$ cat src/e1sb_defines.svh
// Offsets, page codes, reset values and sizes of the spare-bit and message buffers.
`ifndef E1SB_DEFINES_SVH
`define E1SB_DEFINES_SVH
// Page codes of the paged register port.
`define E1SB_PAGE_TX_SPARE  8'h0d
`define E1SB_PAGE_RX_SPARE  8'h0e
`define E1SB_PAGE_TX_MSG_LO 8'h0f
`define E1SB_PAGE_TX_MSG_HI 8'h10
`define E1SB_PAGE_RX_MSG_LO 8'h11
`define E1SB_PAGE_RX_MSG_HI 8'h12
// Offsets inside a page.
`define E1SB_SPARE_FIRST    5'h10
`define E1SB_SPARE_LAST     5'h14
`define E1SB_MSG_FIRST      5'h10
`define E1SB_MSG_LAST       5'h1f
// Line positions: channel zero, first spare bit position (bit 4 of 1..8).
`define E1SB_SLOT_ZERO      5'h00
`define E1SB_SPARE_BITPOS   3'h3
`define E1SB_LAST_BITPOS    3'h7
// Buffer sizes and reset value.
`define E1SB_SPARE_BYTES    5
`define E1SB_SLOTS          32
`define E1SB_FIFO_DEPTH     16
`define E1SB_RESET_BYTE     8'h00
`endif

$ cat src/e1sb_pkg.sv
// Types shared by the spare-bit and message buffer block.
package e1sb_pkg;
	// One register port request, sampled each clock.
	typedef struct packed {
		logic       wr;
		logic       rd;
		logic [7:0] page;
		logic [4:0] addr;
		logic [7:0] wdata;
	} e1sb_cpu_t;
	// Position of the current bit on one direction of the line.
	typedef struct packed {
		logic       strobe;
		logic [3:0] frame;
		logic [4:0] slot;
		logic [2:0] bitpos;
	} e1sb_pos_t;
	// A received timeslot byte on its way to the message buffer.
	typedef struct packed {
		logic [4:0] slot;
		logic [7:0] data;
	} e1sb_msg_t;
	// Register regions selected by page and offset.
	typedef enum logic [2:0] {
		E1SB_REG_NONE,
		E1SB_REG_TX_SPARE,
		E1SB_REG_RX_SPARE,
		E1SB_REG_TX_MSG,
		E1SB_REG_RX_MSG
	} e1sb_region_t;
endpackage

$ cat src/e1sb_buffers.sv
// Spare-bit buffers, message buffers and their receive FIFO.
`timescale 1ns/10ps
`include "e1sb_defines.svh"

// Simple synchronous FIFO with valid and ready on both sides.
module e1sb_fifo #(
	parameter int WIDTH = 13,
	parameter int DEPTH = `E1SB_FIFO_DEPTH
) (
	// Clock and reset.
	input  wire logic             clk_sys,
	input  wire logic             rstn,
	// Filling side.
	input  wire logic             in_valid,
	output logic                  in_ready,
	input  wire logic [WIDTH-1:0] in_data,
	// Draining side.
	output logic                  out_valid,
	input  wire logic             out_ready,
	output logic      [WIDTH-1:0] out_data
);
	localparam int AW = (DEPTH > 1) ? $clog2(DEPTH) : 1;
	localparam int CW = $clog2(DEPTH + 1);
	localparam logic [AW-1:0] PTR_LAST = AW'(DEPTH - 1);
	localparam logic [CW-1:0] CNT_FULL = CW'(DEPTH);

	logic [WIDTH-1:0] mem_q [DEPTH];
	logic [AW-1:0]    wr_ptr_q;
	logic [AW-1:0]    rd_ptr_q;
	logic [CW-1:0]    count_q;
	logic             push;
	logic             pop;

	// Full and empty come straight from the occupancy count.
	assign in_ready  = (count_q != CNT_FULL);
	assign out_valid = (count_q != '0);
	assign out_data  = mem_q[rd_ptr_q];
	assign push      = in_valid && in_ready;
	assign pop       = out_valid && out_ready;

	// Storage is written only on an accepted push.
	always_ff @(posedge clk_sys) begin
		if (push) begin
			mem_q[wr_ptr_q] <= in_data;
		end
	end

	// Pointers wrap at the configured depth, which need not be a power of two.
	always_ff @(posedge clk_sys or negedge rstn) begin
		if (!rstn) begin
			wr_ptr_q <= '0;
			rd_ptr_q <= '0;
		end else begin
			if (push) begin
				wr_ptr_q <= (wr_ptr_q == PTR_LAST) ? '0 : wr_ptr_q + 1'b1;
			end
			if (pop) begin
				rd_ptr_q <= (rd_ptr_q == PTR_LAST) ? '0 : rd_ptr_q + 1'b1;
			end
		end
	end

	// Occupancy count.
	always_ff @(posedge clk_sys or negedge rstn) begin
		if (!rstn) begin
			count_q <= '0;
		end else if (push && !pop) begin
			count_q <= count_q + 1'b1;
		end else if (pop && !push) begin
			count_q <= count_q - 1'b1;
		end
	end
endmodule // e1sb_fifo

// Behaviour
// - Five writable transmit spare-bit bytes sit at offsets 10H to 14H of page 0DH.
// - Transmit spare bits reach the line only while the spare-bit transmit enable is one.
// - Transmit spare byte n feeds bit n+4 of channel zero, bit 7 first, over frames 1 to 15 with CRC-4 or over consecutive odd frames without.
// - Five readable receive spare-bit bytes sit at offsets 10H to 14H of page 0EH.
// - Receive spare byte n captures bit n+4 of received channel zero over frames 1 to 15 with CRC-4 or over consecutive odd frames without.
// - Thirty-two transmit message bytes, one per line timeslot, are held across pages 0FH and 10H.
// - A timeslot sends its message byte instead of normal data only when its message-select bit is set.
// - Page 0FH offsets 10H to 1FH hold the transmit message bytes of timeslots 0 to 15.
// - Page 10H offsets 10H to 1FH hold the transmit message bytes of timeslots 16 to 31.
// - Every receive message byte that finds room in the receive FIFO is refreshed once each frame from its received channel.
// - Receive message bytes come from the incoming line data, not from the backplane.
// - Page 11H offsets 10H to 1FH hold the received bytes of timeslots 0 to 15.
// - Page 12H offsets 10H to 1FH hold the received bytes of timeslots 16 to 31.
module e1sb_buffers
	import e1sb_pkg::*;
#(
	parameter int FIFO_DEPTH = `E1SB_FIFO_DEPTH
) (
	// Clock and reset.
	input  wire logic        clk_sys,
	input  wire logic        rstn,
	// Paged register port.
	input  wire e1sb_cpu_t   cpu_req,
	output logic      [7:0]  cpu_rdata,
	output logic             cpu_rvalid,
	// Controls held elsewhere in the framer.
	input  wire logic        spare_bit_tx_enable,
	input  wire logic        crc4_align,
	input  wire logic [31:0] message_slot_select,
	// Transmit line side.
	input  wire e1sb_pos_t   tx_pos,
	input  wire logic        tx_data_bit,
	output logic             tx_line_bit,
	// Receive line side.
	input  wire e1sb_pos_t   rx_pos,
	input  wire logic        rx_line_bit,
	output logic             msg_fifo_ready
);
	localparam int MSG_W = $bits(e1sb_msg_t);

	// Maps a page and offset onto the region it selects.
	function automatic e1sb_region_t region_of(input logic [7:0] page,
	                                           input logic [4:0] addr);
		logic spare_ok;
		logic msg_ok;
		spare_ok = (addr >= `E1SB_SPARE_FIRST) && (addr <= `E1SB_SPARE_LAST);
		msg_ok   = (addr >= `E1SB_MSG_FIRST) && (addr <= `E1SB_MSG_LAST);
		if (page == `E1SB_PAGE_TX_SPARE && spare_ok) begin
			return E1SB_REG_TX_SPARE;
		end else if (page == `E1SB_PAGE_RX_SPARE && spare_ok) begin
			return E1SB_REG_RX_SPARE;
		end else if ((page == `E1SB_PAGE_TX_MSG_LO ||
		              page == `E1SB_PAGE_TX_MSG_HI) && msg_ok) begin
			return E1SB_REG_TX_MSG;
		end else if ((page == `E1SB_PAGE_RX_MSG_LO ||
		              page == `E1SB_PAGE_RX_MSG_HI) && msg_ok) begin
			return E1SB_REG_RX_MSG;
		end else begin
			return E1SB_REG_NONE;
		end
	endfunction

	// Byte storage.
	logic [7:0] tx_spare_bits_byte_q [`E1SB_SPARE_BYTES];
	logic [7:0] rx_spare_bits_byte_q [`E1SB_SPARE_BYTES];
	logic [7:0] tx_msg_q             [`E1SB_SLOTS];
	logic [7:0] rx_msg_q             [`E1SB_SLOTS];

	e1sb_region_t cpu_region;
	logic [4:0]   msg_index;
	logic [2:0]   spare_index;
	logic [2:0]   tx_odd_cnt_q;
	logic [2:0]   rx_odd_cnt_q;
	logic [2:0]   tx_frame_idx;
	logic [2:0]   rx_frame_idx;
	logic         tx_in_spare;
	logic         rx_in_spare;
	logic [2:0]   tx_spare_n;
	logic [2:0]   rx_spare_n;
	logic [6:0]   rx_shift_q;
	logic         push_valid_q;
	e1sb_msg_t    push_data_q;
	logic         drain_valid;
	logic         drain_ready;
	e1sb_msg_t    drain_data;

	// Request decode; the high message pages add sixteen to the slot index.
	assign cpu_region  = region_of(cpu_req.page, cpu_req.addr);
	assign msg_index   = {(cpu_req.page == `E1SB_PAGE_TX_MSG_HI ||
	                       cpu_req.page == `E1SB_PAGE_RX_MSG_HI),
	                      cpu_req.addr[3:0]};
	assign spare_index = cpu_req.addr[2:0];

	always_ff @(posedge clk_sys or negedge rstn) begin
		if (!rstn) begin
			for (int i = 0; i < `E1SB_SPARE_BYTES; i++) begin
				tx_spare_bits_byte_q[i] <= `E1SB_RESET_BYTE;
			end
		end else if (cpu_req.wr && cpu_region == E1SB_REG_TX_SPARE) begin
			tx_spare_bits_byte_q[spare_index] <= cpu_req.wdata;
		end
	end

	always_ff @(posedge clk_sys or negedge rstn) begin
		if (!rstn) begin
			for (int i = 0; i < `E1SB_SLOTS; i++) begin
				tx_msg_q[i] <= `E1SB_RESET_BYTE;
			end
		end else if (cpu_req.wr && cpu_region == E1SB_REG_TX_MSG) begin
			tx_msg_q[msg_index] <= cpu_req.wdata;
		end
	end

	// Read data is registered and answered one cycle after the strobe.
	// spare and message read.
	always_ff @(posedge clk_sys or negedge rstn) begin
		if (!rstn) begin
			cpu_rdata  <= 8'h00;
			cpu_rvalid <= 1'b0;
		end else begin
			cpu_rvalid <= cpu_req.rd;
			if (cpu_req.rd) begin
				case (cpu_region)
					E1SB_REG_TX_SPARE: cpu_rdata <= tx_spare_bits_byte_q[spare_index];
					E1SB_REG_RX_SPARE: cpu_rdata <= rx_spare_bits_byte_q[spare_index];
					E1SB_REG_TX_MSG:   cpu_rdata <= tx_msg_q[msg_index];
					E1SB_REG_RX_MSG:   cpu_rdata <= rx_msg_q[msg_index];
					default:           cpu_rdata <= 8'h00;
				endcase
			end
		end
	end

	// Spare-bit window: channel zero of an odd frame, bit positions 4 to 8.
	assign tx_in_spare = tx_pos.slot == `E1SB_SLOT_ZERO && tx_pos.frame[0] &&
	                     tx_pos.bitpos >= `E1SB_SPARE_BITPOS;
	assign rx_in_spare = rx_pos.slot == `E1SB_SLOT_ZERO && rx_pos.frame[0] &&
	                     rx_pos.bitpos >= `E1SB_SPARE_BITPOS;
	assign tx_spare_n  = tx_pos.bitpos - `E1SB_SPARE_BITPOS;
	assign rx_spare_n  = rx_pos.bitpos - `E1SB_SPARE_BITPOS;

	assign tx_frame_idx = crc4_align ? tx_pos.frame[3:1] : tx_odd_cnt_q;
	assign rx_frame_idx = crc4_align ? rx_pos.frame[3:1] : rx_odd_cnt_q;

	// Without multiframe alignment, odd frames are counted after channel zero.
	always_ff @(posedge clk_sys or negedge rstn) begin
		if (!rstn) begin
			tx_odd_cnt_q <= 3'h0;
			rx_odd_cnt_q <= 3'h0;
		end else begin
			if (tx_pos.strobe && tx_in_spare &&
			    tx_pos.bitpos == `E1SB_LAST_BITPOS) begin
				tx_odd_cnt_q <= tx_odd_cnt_q + 1'b1;
			end
			if (rx_pos.strobe && rx_in_spare &&
			    rx_pos.bitpos == `E1SB_LAST_BITPOS) begin
				rx_odd_cnt_q <= rx_odd_cnt_q + 1'b1;
			end
		end
	end

	// Transmit bit selection, registered on each bit strobe.
	always_ff @(posedge clk_sys or negedge rstn) begin
		if (!rstn) begin
			tx_line_bit <= 1'b0;
		end else if (tx_pos.strobe) begin
			if (spare_bit_tx_enable && tx_in_spare) begin
				tx_line_bit <= tx_spare_bits_byte_q[tx_spare_n][3'h7 - tx_frame_idx];
			end else if (message_slot_select[tx_pos.slot]) begin
				tx_line_bit <= tx_msg_q[tx_pos.slot][3'h7 - tx_pos.bitpos];
			end else begin
				tx_line_bit <= tx_data_bit;
			end
		end
	end

	genvar g;
	generate
		for (g = 0; g < `E1SB_SPARE_BYTES; g++) begin : g_rx_spare
			always_ff @(posedge clk_sys or negedge rstn) begin
				if (!rstn) begin
					rx_spare_bits_byte_q[g] <= `E1SB_RESET_BYTE;
				end else if (rx_pos.strobe && rx_in_spare &&
				             rx_spare_n == 3'(g)) begin
					rx_spare_bits_byte_q[g][3'h7 - rx_frame_idx] <= rx_line_bit;
				end
			end
		end
	endgenerate

	always_ff @(posedge clk_sys or negedge rstn) begin
		if (!rstn) begin
			rx_shift_q   <= 7'h00;
			push_valid_q <= 1'b0;
			push_data_q  <= '0;
		end else begin
			push_valid_q <= 1'b0;
			if (rx_pos.strobe) begin
				rx_shift_q <= {rx_shift_q[5:0], rx_line_bit};
				if (rx_pos.bitpos == `E1SB_LAST_BITPOS) begin
					push_valid_q     <= 1'b1;
					push_data_q.slot <= rx_pos.slot;
					push_data_q.data <= {rx_shift_q, rx_line_bit};
				end
			end
		end
	end

	// Drain stalls while software reads the receive message pages.
	assign drain_ready = !(cpu_req.rd && cpu_region == E1SB_REG_RX_MSG);

	// Received bytes pass through the FIFO; a byte met by a full FIFO is lost.
	e1sb_fifo #(
		.WIDTH (MSG_W),
		.DEPTH (FIFO_DEPTH)
	) u_rx_fifo (
		.clk_sys   (clk_sys),
		.rstn      (rstn),
		.in_valid  (push_valid_q),
		.in_ready  (msg_fifo_ready),
		.in_data   (push_data_q),
		.out_valid (drain_valid),
		.out_ready (drain_ready),
		.out_data  (drain_data)
	);

	always_ff @(posedge clk_sys or negedge rstn) begin
		if (!rstn) begin
			for (int i = 0; i < `E1SB_SLOTS; i++) begin
				rx_msg_q[i] <= `E1SB_RESET_BYTE;
			end
		end else if (drain_valid && drain_ready) begin
			rx_msg_q[drain_data.slot] <= drain_data.data;
		end
	end
endmodule // e1sb_buffers

$ cat config.mk
export PLATFORM = sky130hd
export DESIGN_NAME = e1sb_buffers
export DESIGN_NICKNAME = d
export VERILOG_FILES = /design/src/e1sb_pkg.sv /design/src/e1sb_buffers.sv
export VERILOG_INCLUDE_DIRS = /design/src /design/src/src
export SDC_FILE = /design/constraint.sdc
export NUM_CORES = 1
export LEC_CHECK = 0
export BUFFER_PORTS_ARGS = -buffer_cell sky130_fd_sc_hd__buf_2
export CORE_AREA = 2 2 373 375
export DETAILED_ROUTE_END_ITERATION = 12
export DIE_AREA = 0 0 375 377
export RECOVER_POWER = 50
export SYNTH_ARGS = -nofsm -noshare
export SYNTH_HDL_FRONTEND = slang
export SYNTH_SLANG_ARGS = --single-unit
$ cat constraint.sdc
create_clock -name clk_sys -period 5.3 [get_ports clk_sys]
set_input_delay 0.265 -clock clk_sys [delete_from_list [all_inputs] [get_ports clk_sys]]
set_output_delay 0.265 -clock clk_sys [all_outputs]
set_load 0.005 [all_outputs]
---- Word level (Yosys, flattened, before mapping) ----
Memory sizes are Yosys's and may differ from the RTL's.
Index checks and enable logic that the tools add are counted.
word-level totals
  register bits after elaboration ......... 642
  memory bits (writable) .................. 208
  input bits .............................. 87
  word-level logic and storage cells ...... 240
  memories kept ........................... 1
memory list
  memory           words  width  read ports  clocked after Yosys merged registers in  write ports  line                text
  u_rx_fifo.mem_q  16     13     1           0                                        1            e1sb_buffers.sv:27  logic [WIDTH-1:0] mem_q [DEPTH];
cells by class
  $add $sub $neg .......................... 11
  $lt $le $gt $ge ......................... 18
  eq/ne operators ......................... 19
  mux-type cells .......................... 57
  bitwise logic cells ..................... 5
  reduce and logical (&&, ||, !) cells .... 43
operator list
  cell                                                        number
  bitwise mux 256 bit                                         2
  binary-select mux 8 bit (select 5 bit)                      3
  two-way mux 8 bit                                           15
  demux 8 bit (select 5 bit)                                  2
  binary-select mux 8 bit (select 3 bit)                      3
  bitwise mux 40 bit                                          1
  bitwise mux 8 bit                                           5
  one-hot mux 8 bit (4 select lines)                          1
  logical AND 1 bit                                           31
  demux 8 bit (select 3 bit)                                  1
  equality test 8 x 4 -> 1 bit, second input constant         3
  equality test 8 x 5 -> 1 bit, second input constant         3
  >= comparator 6 bit, second input constant                  3
  two-way mux 3 bit                                           6
  NOT 5 -> 6 bit                                              3
  equality test 3 x 2 -> 1 bit, second input constant         4
  equality test 3 bit, second input constant                  4
  less-than comparator 3 x 4 -> 1 bit, second input constant  3
  less-than comparator 6 x 1 -> 1 bit, second input constant  2
  less-or-equal comparator 5 bit, second input constant       2
  zero test 5 bit                                             2
  two-way mux 1 bit                                           10
  two-way mux 5 bit                                           2
  subtractor 3 bit, first input constant                      3
  25 further kinds                                            39

---- Logic depth before layout (Yosys ltp) ----
Gate-level depths: netlist (run 1).
  depth in word-level cells ............... 14
  mapped depth ............................ 13

---- Hierarchy ----
Synthesis (run 1) repeated with hierarchy kept, for this count alone.
unflattened totals
  cells, all modules ...................... 2665
  area total of the unflattened synthesis .. 40923.0 sq um
by module, submodules not included
  module        instances  cells each  area each (sq um)  sequential area each (sq um)
  e1sb_buffers  1          2246        32198.4            15740.1
  e1sb_fifo     1          419         8724.6             6571.3

---- Worst setup path after synthesis (run 1) ----
Ideal clock, no wire load.
  path type ............................... register -> register
  from .................................... reg u_rx_fifo.rd_ptr_q[0]
  to ...................................... reg rx_msg_q[240] in the netlist's numbering
  library setup time ...................... 125 ps
  data arrival time ....................... 2735 ps
  required time ........................... 5175 ps
  slack ................................... 2440 ps
  stages on the path, launching flop included .. 11
  clock period less this slack ............ 2860 ps
  cells stage by stage .................... dfrtp_1 > buf_4 > buf_6 > mux4_2 > mux2i_1 > mux2i_1 > or4b_1 > buf_6 > nand2b_4 > buf_6 > mux2_4
on the way
  word-level cells in the longest chain between the ends .. 7
RTL lines
  what                                                                                              line                 text
  from (decl)                                                                                       e1sb_buffers.sv:29   logic [AW-1:0] rd_ptr_q;
  from (signal assigned)                                                                            e1sb_buffers.sv:58   rd_ptr_q <= (rd_ptr_q == PTR_LAST) ? '0 : rd_ptr_q + 1'b1;
  memory (16 x 13 bit) *                                                                            -
  NOT 5 -> 6 bit (implied by the code)                                                              e1sb_buffers.sv:308  rx_msg_q[drain_data.slot] <= drain_data.data;
  >= comparator 6 bit (implied by the code) or less-than comparator 6 x 1 -> 1 bit (tied branches)  e1sb_buffers.sv:308
  logical AND 1 bit (implied by the code)                                                           e1sb_buffers.sv:308
  two-way mux 8 bit (implied by the code)                                                           e1sb_buffers.sv:308
  demux 8 bit (select 5 bit)                                                                        e1sb_buffers.sv:308
  bitwise mux 256 bit *                                                                             e1sb_buffers.sv:308
  to (signal, indexed assignment)                                                                   e1sb_buffers.sv:305  rx_msg_q[i] <= `E1SB_RESET_BYTE;
  to (signal, indexed assignment)                                                                   e1sb_buffers.sv:308
  to (decl)                                                                                         e1sb_buffers.sv:142  logic [7:0] rx_msg_q [`E1SB_SLOTS];
Mark *: on every way between the ends. The rest lies on a longest branch, timed or not.
A chain may end at the register's enable or synchronous reset.

---- Worst setup path in the final report (run 1) ----
  from .................................... reg u_rx_fifo.rd_ptr_q[0]
  to ...................................... reg rx_msg_q[224] in the netlist's numbering
Same word-level chain as after synthesis.

==> flow_summary.yaml, run 1 <==
status:
  status: "complete, but fails checks"
  violations: "capacitance limit, slew limit"
setup_path:
  r2r-start: "u_rx_fifo.rd_ptr_q[0]"
  cp_max_fo: 37
  cpMaxStageDelayCell: "dfrtp_4"
  r2r_slack_ps: 1430
  crit_type: "flip-flop to flip-flop"
  reg2reg_depth: 6
  cp-startpoint: "u_rx_fifo.rd_ptr_q[0]"
  end_kind: "flip-flop"
  path_depth: 6
  r2r_end: "rx_msg_q[224]"
  crit_arrival_ps: 4450
  cp_num_buf_inv: 0
  cp.required_ps: 5890
  worstSetupStartpointType: "flip-flop"
  endpoint: "rx_msg_q[224]"
  crit_chain: "mux4_2 > mux2i_1 > mux2i_1 > nor3_1 > nor2b_1 > mux2_2"
  slowest_delay_ps: 890
  crit_family: "multiplexers"
  path_common_cell: "mux2i_1"
logic_synthesis:
  yosysSeqAreaShare_pct: 54.5
  synth_edf_count: 208
  syn-num-nets: 2715
  ys_ff_latch: 850
  synth_cells: 2611
  syn_area_sq_um: 40900
  synth_warnings: 0
  synth-async-reset-ratio_pct: 75.5
  ys.flop_type: "dfrtp_1"
  avgSynthCellArea_sq_um: 15.7
  synth_cell_types: 79
cts:
  clockRootBuffer: "clkbuf_16"
  htreeDepth: 3
  cts_tree: "done"
  cts_hold_buf: 10
  cts_buffers: 88
  cts.repair.resized: 0
  clk_pin_slew_ps: 60
  clkSinkCount: 850
  cts_setup_buffers: 0
  clock_latency_ps: 710
  cts_buffer_depth: 3
route:
  viasPerCell: 5.31
  routedWlPerCell_microns: 24.8
  wirelength_microns: 112000
  first_pass_iters: 5
  ant_nets: 0
  drc: 0
  dr_total_vias: 24000
  drtIter0Drc: 2049
cells_and_area:
  synthToLayoutAreaGrowth_pct: 13.7
  fin_nets: 2766
  final_cell_mix: "dfrtp_1, mux2_2, mux4_2"
  final_core_utilization_pct: 34.0
  final_common_cell: "dfrtp_1"
  drive_gt1_share_pct: 44.0
timing:
  fmax_ghz: 0.259
  period_minus_slack_ps: 3870
  fin_worst_skew_ps: 42.8
  max_slew_margin_pct: -89.7
  hold_ws_ps: 94.2
  finalSetupTns_ps: 0
  hold_viol_final: 0
  rsz0062_at_grt: "false"
  worst_pin_slew_ps: 2850
  period_share_pct: 73.0
  setup_violations: 0
  maxSlewViolCount: 212
floorplanning:
  die-height_microns: 377
  fp.coreArea_sq_um: 137000
  initial_utilization_pct: 29.9
  die_w_microns: 375
  io_pins: 98
  rows: 136
  dieArea_sq_um: 141000
placement:
  io_buffers: 97
  place_congestion: 0.872
  dp_hpwl_microns: 73600
global_route:
  grt_pass1_vias: 24300
  track_usage_pct: 15.9
  grt_max_degree: 141
  gr-total-overflow: 0
  grt_pass1_wl_microns: 169000
  antenna_found_initial: 13
flow_run:
  cap_violations: 4
pwr:
  p_leak_nw: 19.1
  vdd_drop_max_v: 0.000370
  powerDensity_nw_per_um2: 438
min_path:
  holdPathStages: 4
  min_path_type: "primary input to flip-flop"
## how the worst min path moves through the flow
stage	from	end	slack [ps]
2_1_floorplan	rstn	cpu_rdata[0]	-30
3_3_place_gp	rstn	tx_msg_q[114]	420
3_5_place_dp	rstn	tx_msg_q[114]	390
4_1_cts	tx_pos[2]	tx_line_bit	40
5_1_grt	tx_pos[2]	tx_line_bit	80
6_report	tx_pos[2]	tx_line_bit	90
## cells by family (layout without fill, tap and decap cells)
| kind of cell | after synthesis | in the layout | synth area share, % |
|---|---|---|---|
| mux | 994 | 994 | 34.7 |
| flops | 850 | 850 | 54.5 |
| simple gates | 348 | 348 | 4.51 |
| buf+inv | 215 | 333 | 2.20 |
| compound gates | 175 | 175 | 3.25 |
| fa+ha+maj | 17 | 17 | 0.538 |
| xor+xnor | 12 | 12 | 0.257 |
| other cells | 0 | 4 | 0 |
## layout make-up
cell class	instances	area (sq um)
diodes	4	10.0
clock buffers	121	2500
clock inverters	36	584
fillers	13100	90500
inverters	15	56.3
multi-input cells	1546	17800
flip-flops and latches	850	22300
well taps	1794	2240
repair buffers	161	1070
## metrics by stage
step / cells / total power [W] / setup slack [ps] / instance area [sq um]
final: 4527 / 0.0204 / 1430 / 46500
after global routing: 4523 / 0.0213 / 805 / 46500
after CTS: 4523 / 0.0206 / 1380 / 46600
after detailed placement: 4356 / 0.0140 / 1400 / 43400
after global placement: 4356 / 0.0138 / 1470 / 43400
after floorplan: 2611 / 0.0123 / 2440 / 40900
## flip-flops by register name (all words and copies together) (netlist names), 3 cells and up
register              cells
tx_odd_cnt_q              3
cpu_rdata                 8
rx_spare_bits_byte_q     40
u_rx_fifo.count_q         5
tx_msg_q                256
rx_shift_q                7
rx_odd_cnt_q              3
tx_spare_bits_byte_q     40
push_data_q              13
u_rx_fifo.mem_q         208
rx_msg_q                256
u_rx_fifo.wr_ptr_q        4
u_rx_fifo.rd_ptr_q        4
## worst reg2reg max path: cells and delay by family (launching register included)
family        cells  cell delay, ps
flops             1             890
mux               4            1470
simple gates      2            1400
## synthesized netlist by cell type (8+ instances only)
master | instances | area share, %
nor3_1 | 28 | 0.34
a21oi_1 | 10 | 0.12
nor2b_1 | 15 | 0.23
buf_2 | 46 | 0.56
mux2_2 | 594 | 16
xnor2_1 | 8 | 0.17
nand3_1 | 18 | 0.22
edfxtp_1 | 208 | 15
nand3b_1 | 9 | 0.17
buf_1 | 25 | 0.23
inv_1 | 14 | 0.13
clkbuf_1 | 122 | 1.1
nor2_2 | 10 | 0.15
mux2_4 | 8 | 0.29
nor2_1 | 86 | 0.79
o211ai_1 | 12 | 0.22
dfrtp_1 | 642 | 39
mux4_2 | 276 | 15
a32oi_1 | 8 | 0.17
mux2_1 | 21 | 0.58
o22ai_1 | 16 | 0.24
a211oi_1 | 14 | 0.26
ha_1 | 16 | 0.49
nand2b_1 | 17 | 0.26
a2111oi_0 | 8 | 0.17
or3_1 | 9 | 0.14
o21ai_0 | 21 | 0.26
o221ai_1 | 15 | 0.32
nand2_1 | 84 | 0.77
a22o_1 | 12 | 0.26
and2_1 | 9 | 0.14
mux2i_1 | 95 | 2.3
a22oi_1 | 10 | 0.18
## power breakdown
group          switching, W  internal (W)  total (W)
logic               0.00256       0.00241    0.00497
registers          0.000870       0.00794    0.00881
clock network       0.00279       0.00379    0.00658
## metal layers
metal / track usage [%] / vias up / routed length [microns]
met2: 24.7 / 677 / 52300
met3: 3.25 / 181 / 6900
met4: 4.72 / 14 / 3180
met1: 22.3 / 13000 / 49800
li1: - / 10200 / -
met5: 0 / - / 83
No activity file was read; power rests on OpenSTA's default activity.
==> run 2: changes to the inputs <==
- clock period: 5.3 -> 3.5 ns (I/O delays scaled with it)
==> run 2 against run 1 <==
Compared with the run above: the run still ends with capacitance limit, slew limit left; hold slack worse by 46 ps; non-clock buffer count is 113 higher; die area stayed put; sequential share of layout area is 1.1 points lower; first-iteration DRC count is 4.1% higher; largest cell class unchanged.
==> flow_summary.yaml, run 2 (synthesis gave the netlist of run 1 again) <==
status:
  status: "complete, but fails checks"
  violations: "capacitance limit, slew limit"
min_path:
  whs_endpoint: "tx_odd_cnt_q[2]"
  min_path_type: "primary input to flip-flop"
  holdPathStages: 5
  holdCritStartpoint: "tx_pos[8]"
cells_and_area:
  final_common_cell: "dfrtp_1"
  final_cell_mix: "dfrtp_1, mux2_2, mux4_2"
  synthToLayoutAreaGrowth_pct: 16.5
  design_area_sq_um: 47700
  final_core_utilization_pct: 34.8
  finalNonFillerCells: 4650
  fin_nets: 2883
  diodes: 0
  reg_top3: "rx_msg_q (256), tx_msg_q (256), u_rx_fifo.mem_q (208)"
  drive_gt1_share_pct: 46.4
setup_path:
  crit_arrival_ps: 3840
  cpMaxStageDelayCell: "dfrtp_4"
  cp.required_ps: 4070
  crit_type: "flip-flop to flip-flop"
  cp_num_buf_inv: 1
  path_common_cell: "mux2i_1"
  slowest_delay_ps: 750
  crit_chain: "mux4_2 > mux2i_1 > mux2i_1 > nand3b_1 > nor2_1 > buf_4 > mux2_2"
  crit_family: "multiplexers"
  worstSetupStartpointType: "flip-flop"
  cp-startpoint: "u_rx_fifo.rd_ptr_q[0]"
  r2r-start: "u_rx_fifo.rd_ptr_q[0]"
  r2r_end: "rx_msg_q[12]"
  reg2reg_depth: 7
  cp_max_fo: 25
  end_kind: "flip-flop"
  r2r_slack_ps: 230
cts:
  htreeDepth: 3
  clk_pin_slew_ps: 60
  cts_buffer_depth: 3
  cts_buffers: 92
  cts.repair.resized: 0
  clockRootBuffer: "clkbuf_16"
  cts_tree: "done"
  clock_latency_ps: 710
  clkSinkCount: 850
timing:
  max_slew_margin_pct: -98.7
  hold_ws_ps: 48.5
  fmax_ghz: 0.306
  hold_viol_final: 0
  fin_worst_skew_ps: 44.2
  setup_violations: 0
  maxSlewViolCount: 41
  period_share_pct: 93.5
  rsz0062_at_grt: "false"
  worst_pin_slew_ps: 2980
  period_minus_slack_ps: 3270
floorplanning:
  initial_utilization_pct: 29.9
  fp.coreArea_sq_um: 137000
  io_pins: 98
  rows: 136
  dieArea_sq_um: 141000
  die_w_microns: 375
  die-height_microns: 377
placement:
  dp_hpwl_microns: 77100
  placed_cell_area_sq_um: 44300
  io_buffers: 97
  place_congestion: 0.875
  dp_cells: 4468
flow_run:
  cap_violations: 1
global_route:
  gr-total-overflow: 0
  grt_max_degree: 129
  track_usage_pct: 16.1
  grt_pass1_wl_microns: 172000
  antenna_found_initial: 8
  grt_pass1_vias: 25100
route:
  drtIter0Drc: 2134
  wirelength_microns: 114000
  viasPerCell: 5.23
  ant_nets: 0
  routedWlPerCell_microns: 24.5
  first_pass_iters: 7
  drc: 0
  dr_total_vias: 24300
pwr:
  pwr-share-clk_pct: 32.8
  sequentialPowerShare_pct: 41.8
  p_comb_share_pct: 25.5
  powerDensity_nw_per_um2: 664
  swShare_pct: 30.2
  p_leak_nw: 19.8
  power_switching_w: 0.00956
  vdd_drop_max_v: 0.000647
  p_int_w: 0.0221
run 2: through the flow:
| step | total power (W) | worst slack [ps] | TNS [ps] |
|---|---|---|---|
| 2_1_floorplan | 0.0187 | 640 | 0 |
| 3_3_place_gp | 0.0213 | -135 | -135 |
| 3_5_place_dp | 0.0215 | -62.2 | -62.2 |
| 5_1_grt | 0.0331 | 16.8 | 0 |
| 6_report | 0.0316 | 227 | 0 |
| 4_1_cts | 0.0320 | 168 | 0 |
run 2: worst reg2reg max path: cells and delay by family, from the launching register on:
kind          cells  cell delay, ps
mux               4            1220
simple gates      2             980
flops             1             750
buf+inv           1             210
run 2: worst max path at each step:
stage	endpoint	depth (start not counted)
after floorplan	rx_msg_q[240]	10
after global placement	cpu_rdata[3]	7
after detailed placement	cpu_rdata[3]	7
after CTS	rx_msg_q[12]	7
after global routing	rx_spare_bits_byte_q[1]	4
final	rx_msg_q[12]	7
run 2: power groups by stage:
stage / registers (W) / clock network (W) / logic, W
after floorplan: 0.0128 / 0 / 0.00585
after global placement: 0.0133 / 0 / 0.00800
after detailed placement: 0.0134 / 0 / 0.00813
after CTS: 0.0132 / 0.0106 / 0.00817
after global routing: 0.0134 / 0.0110 / 0.00867
final: 0.0132 / 0.0104 / 0.00806
run 2: metal layers:
metal / vias up / wire length [microns] / GRT usage, %
met4: 6 / 2870 / 4.31
met3: 165 / 5500 / 2.99
met1: 13100 / 51700 / 22.4
met5: - / 42 / 0
li1: 10500 / - / -
met2: 586 / 53800 / 25.6
run 2: what timing repair did:
action,in CTS,in global routing
endpoints found under the hold margin,539,0
setup buffers,0,0
hold buffers,11,0
run 2: area by class of cell:
cell class / count / area [sq um]
fill: 13000 / 89300
sequential: 850 / 22300
multi-input combinational: 1546 / 17700
clock buffer: 136 / 2680
tap: 1794 / 2240
timing repair buffer: 274 / 2040
clock inverter: 35 / 583
inverter: 15 / 56.3
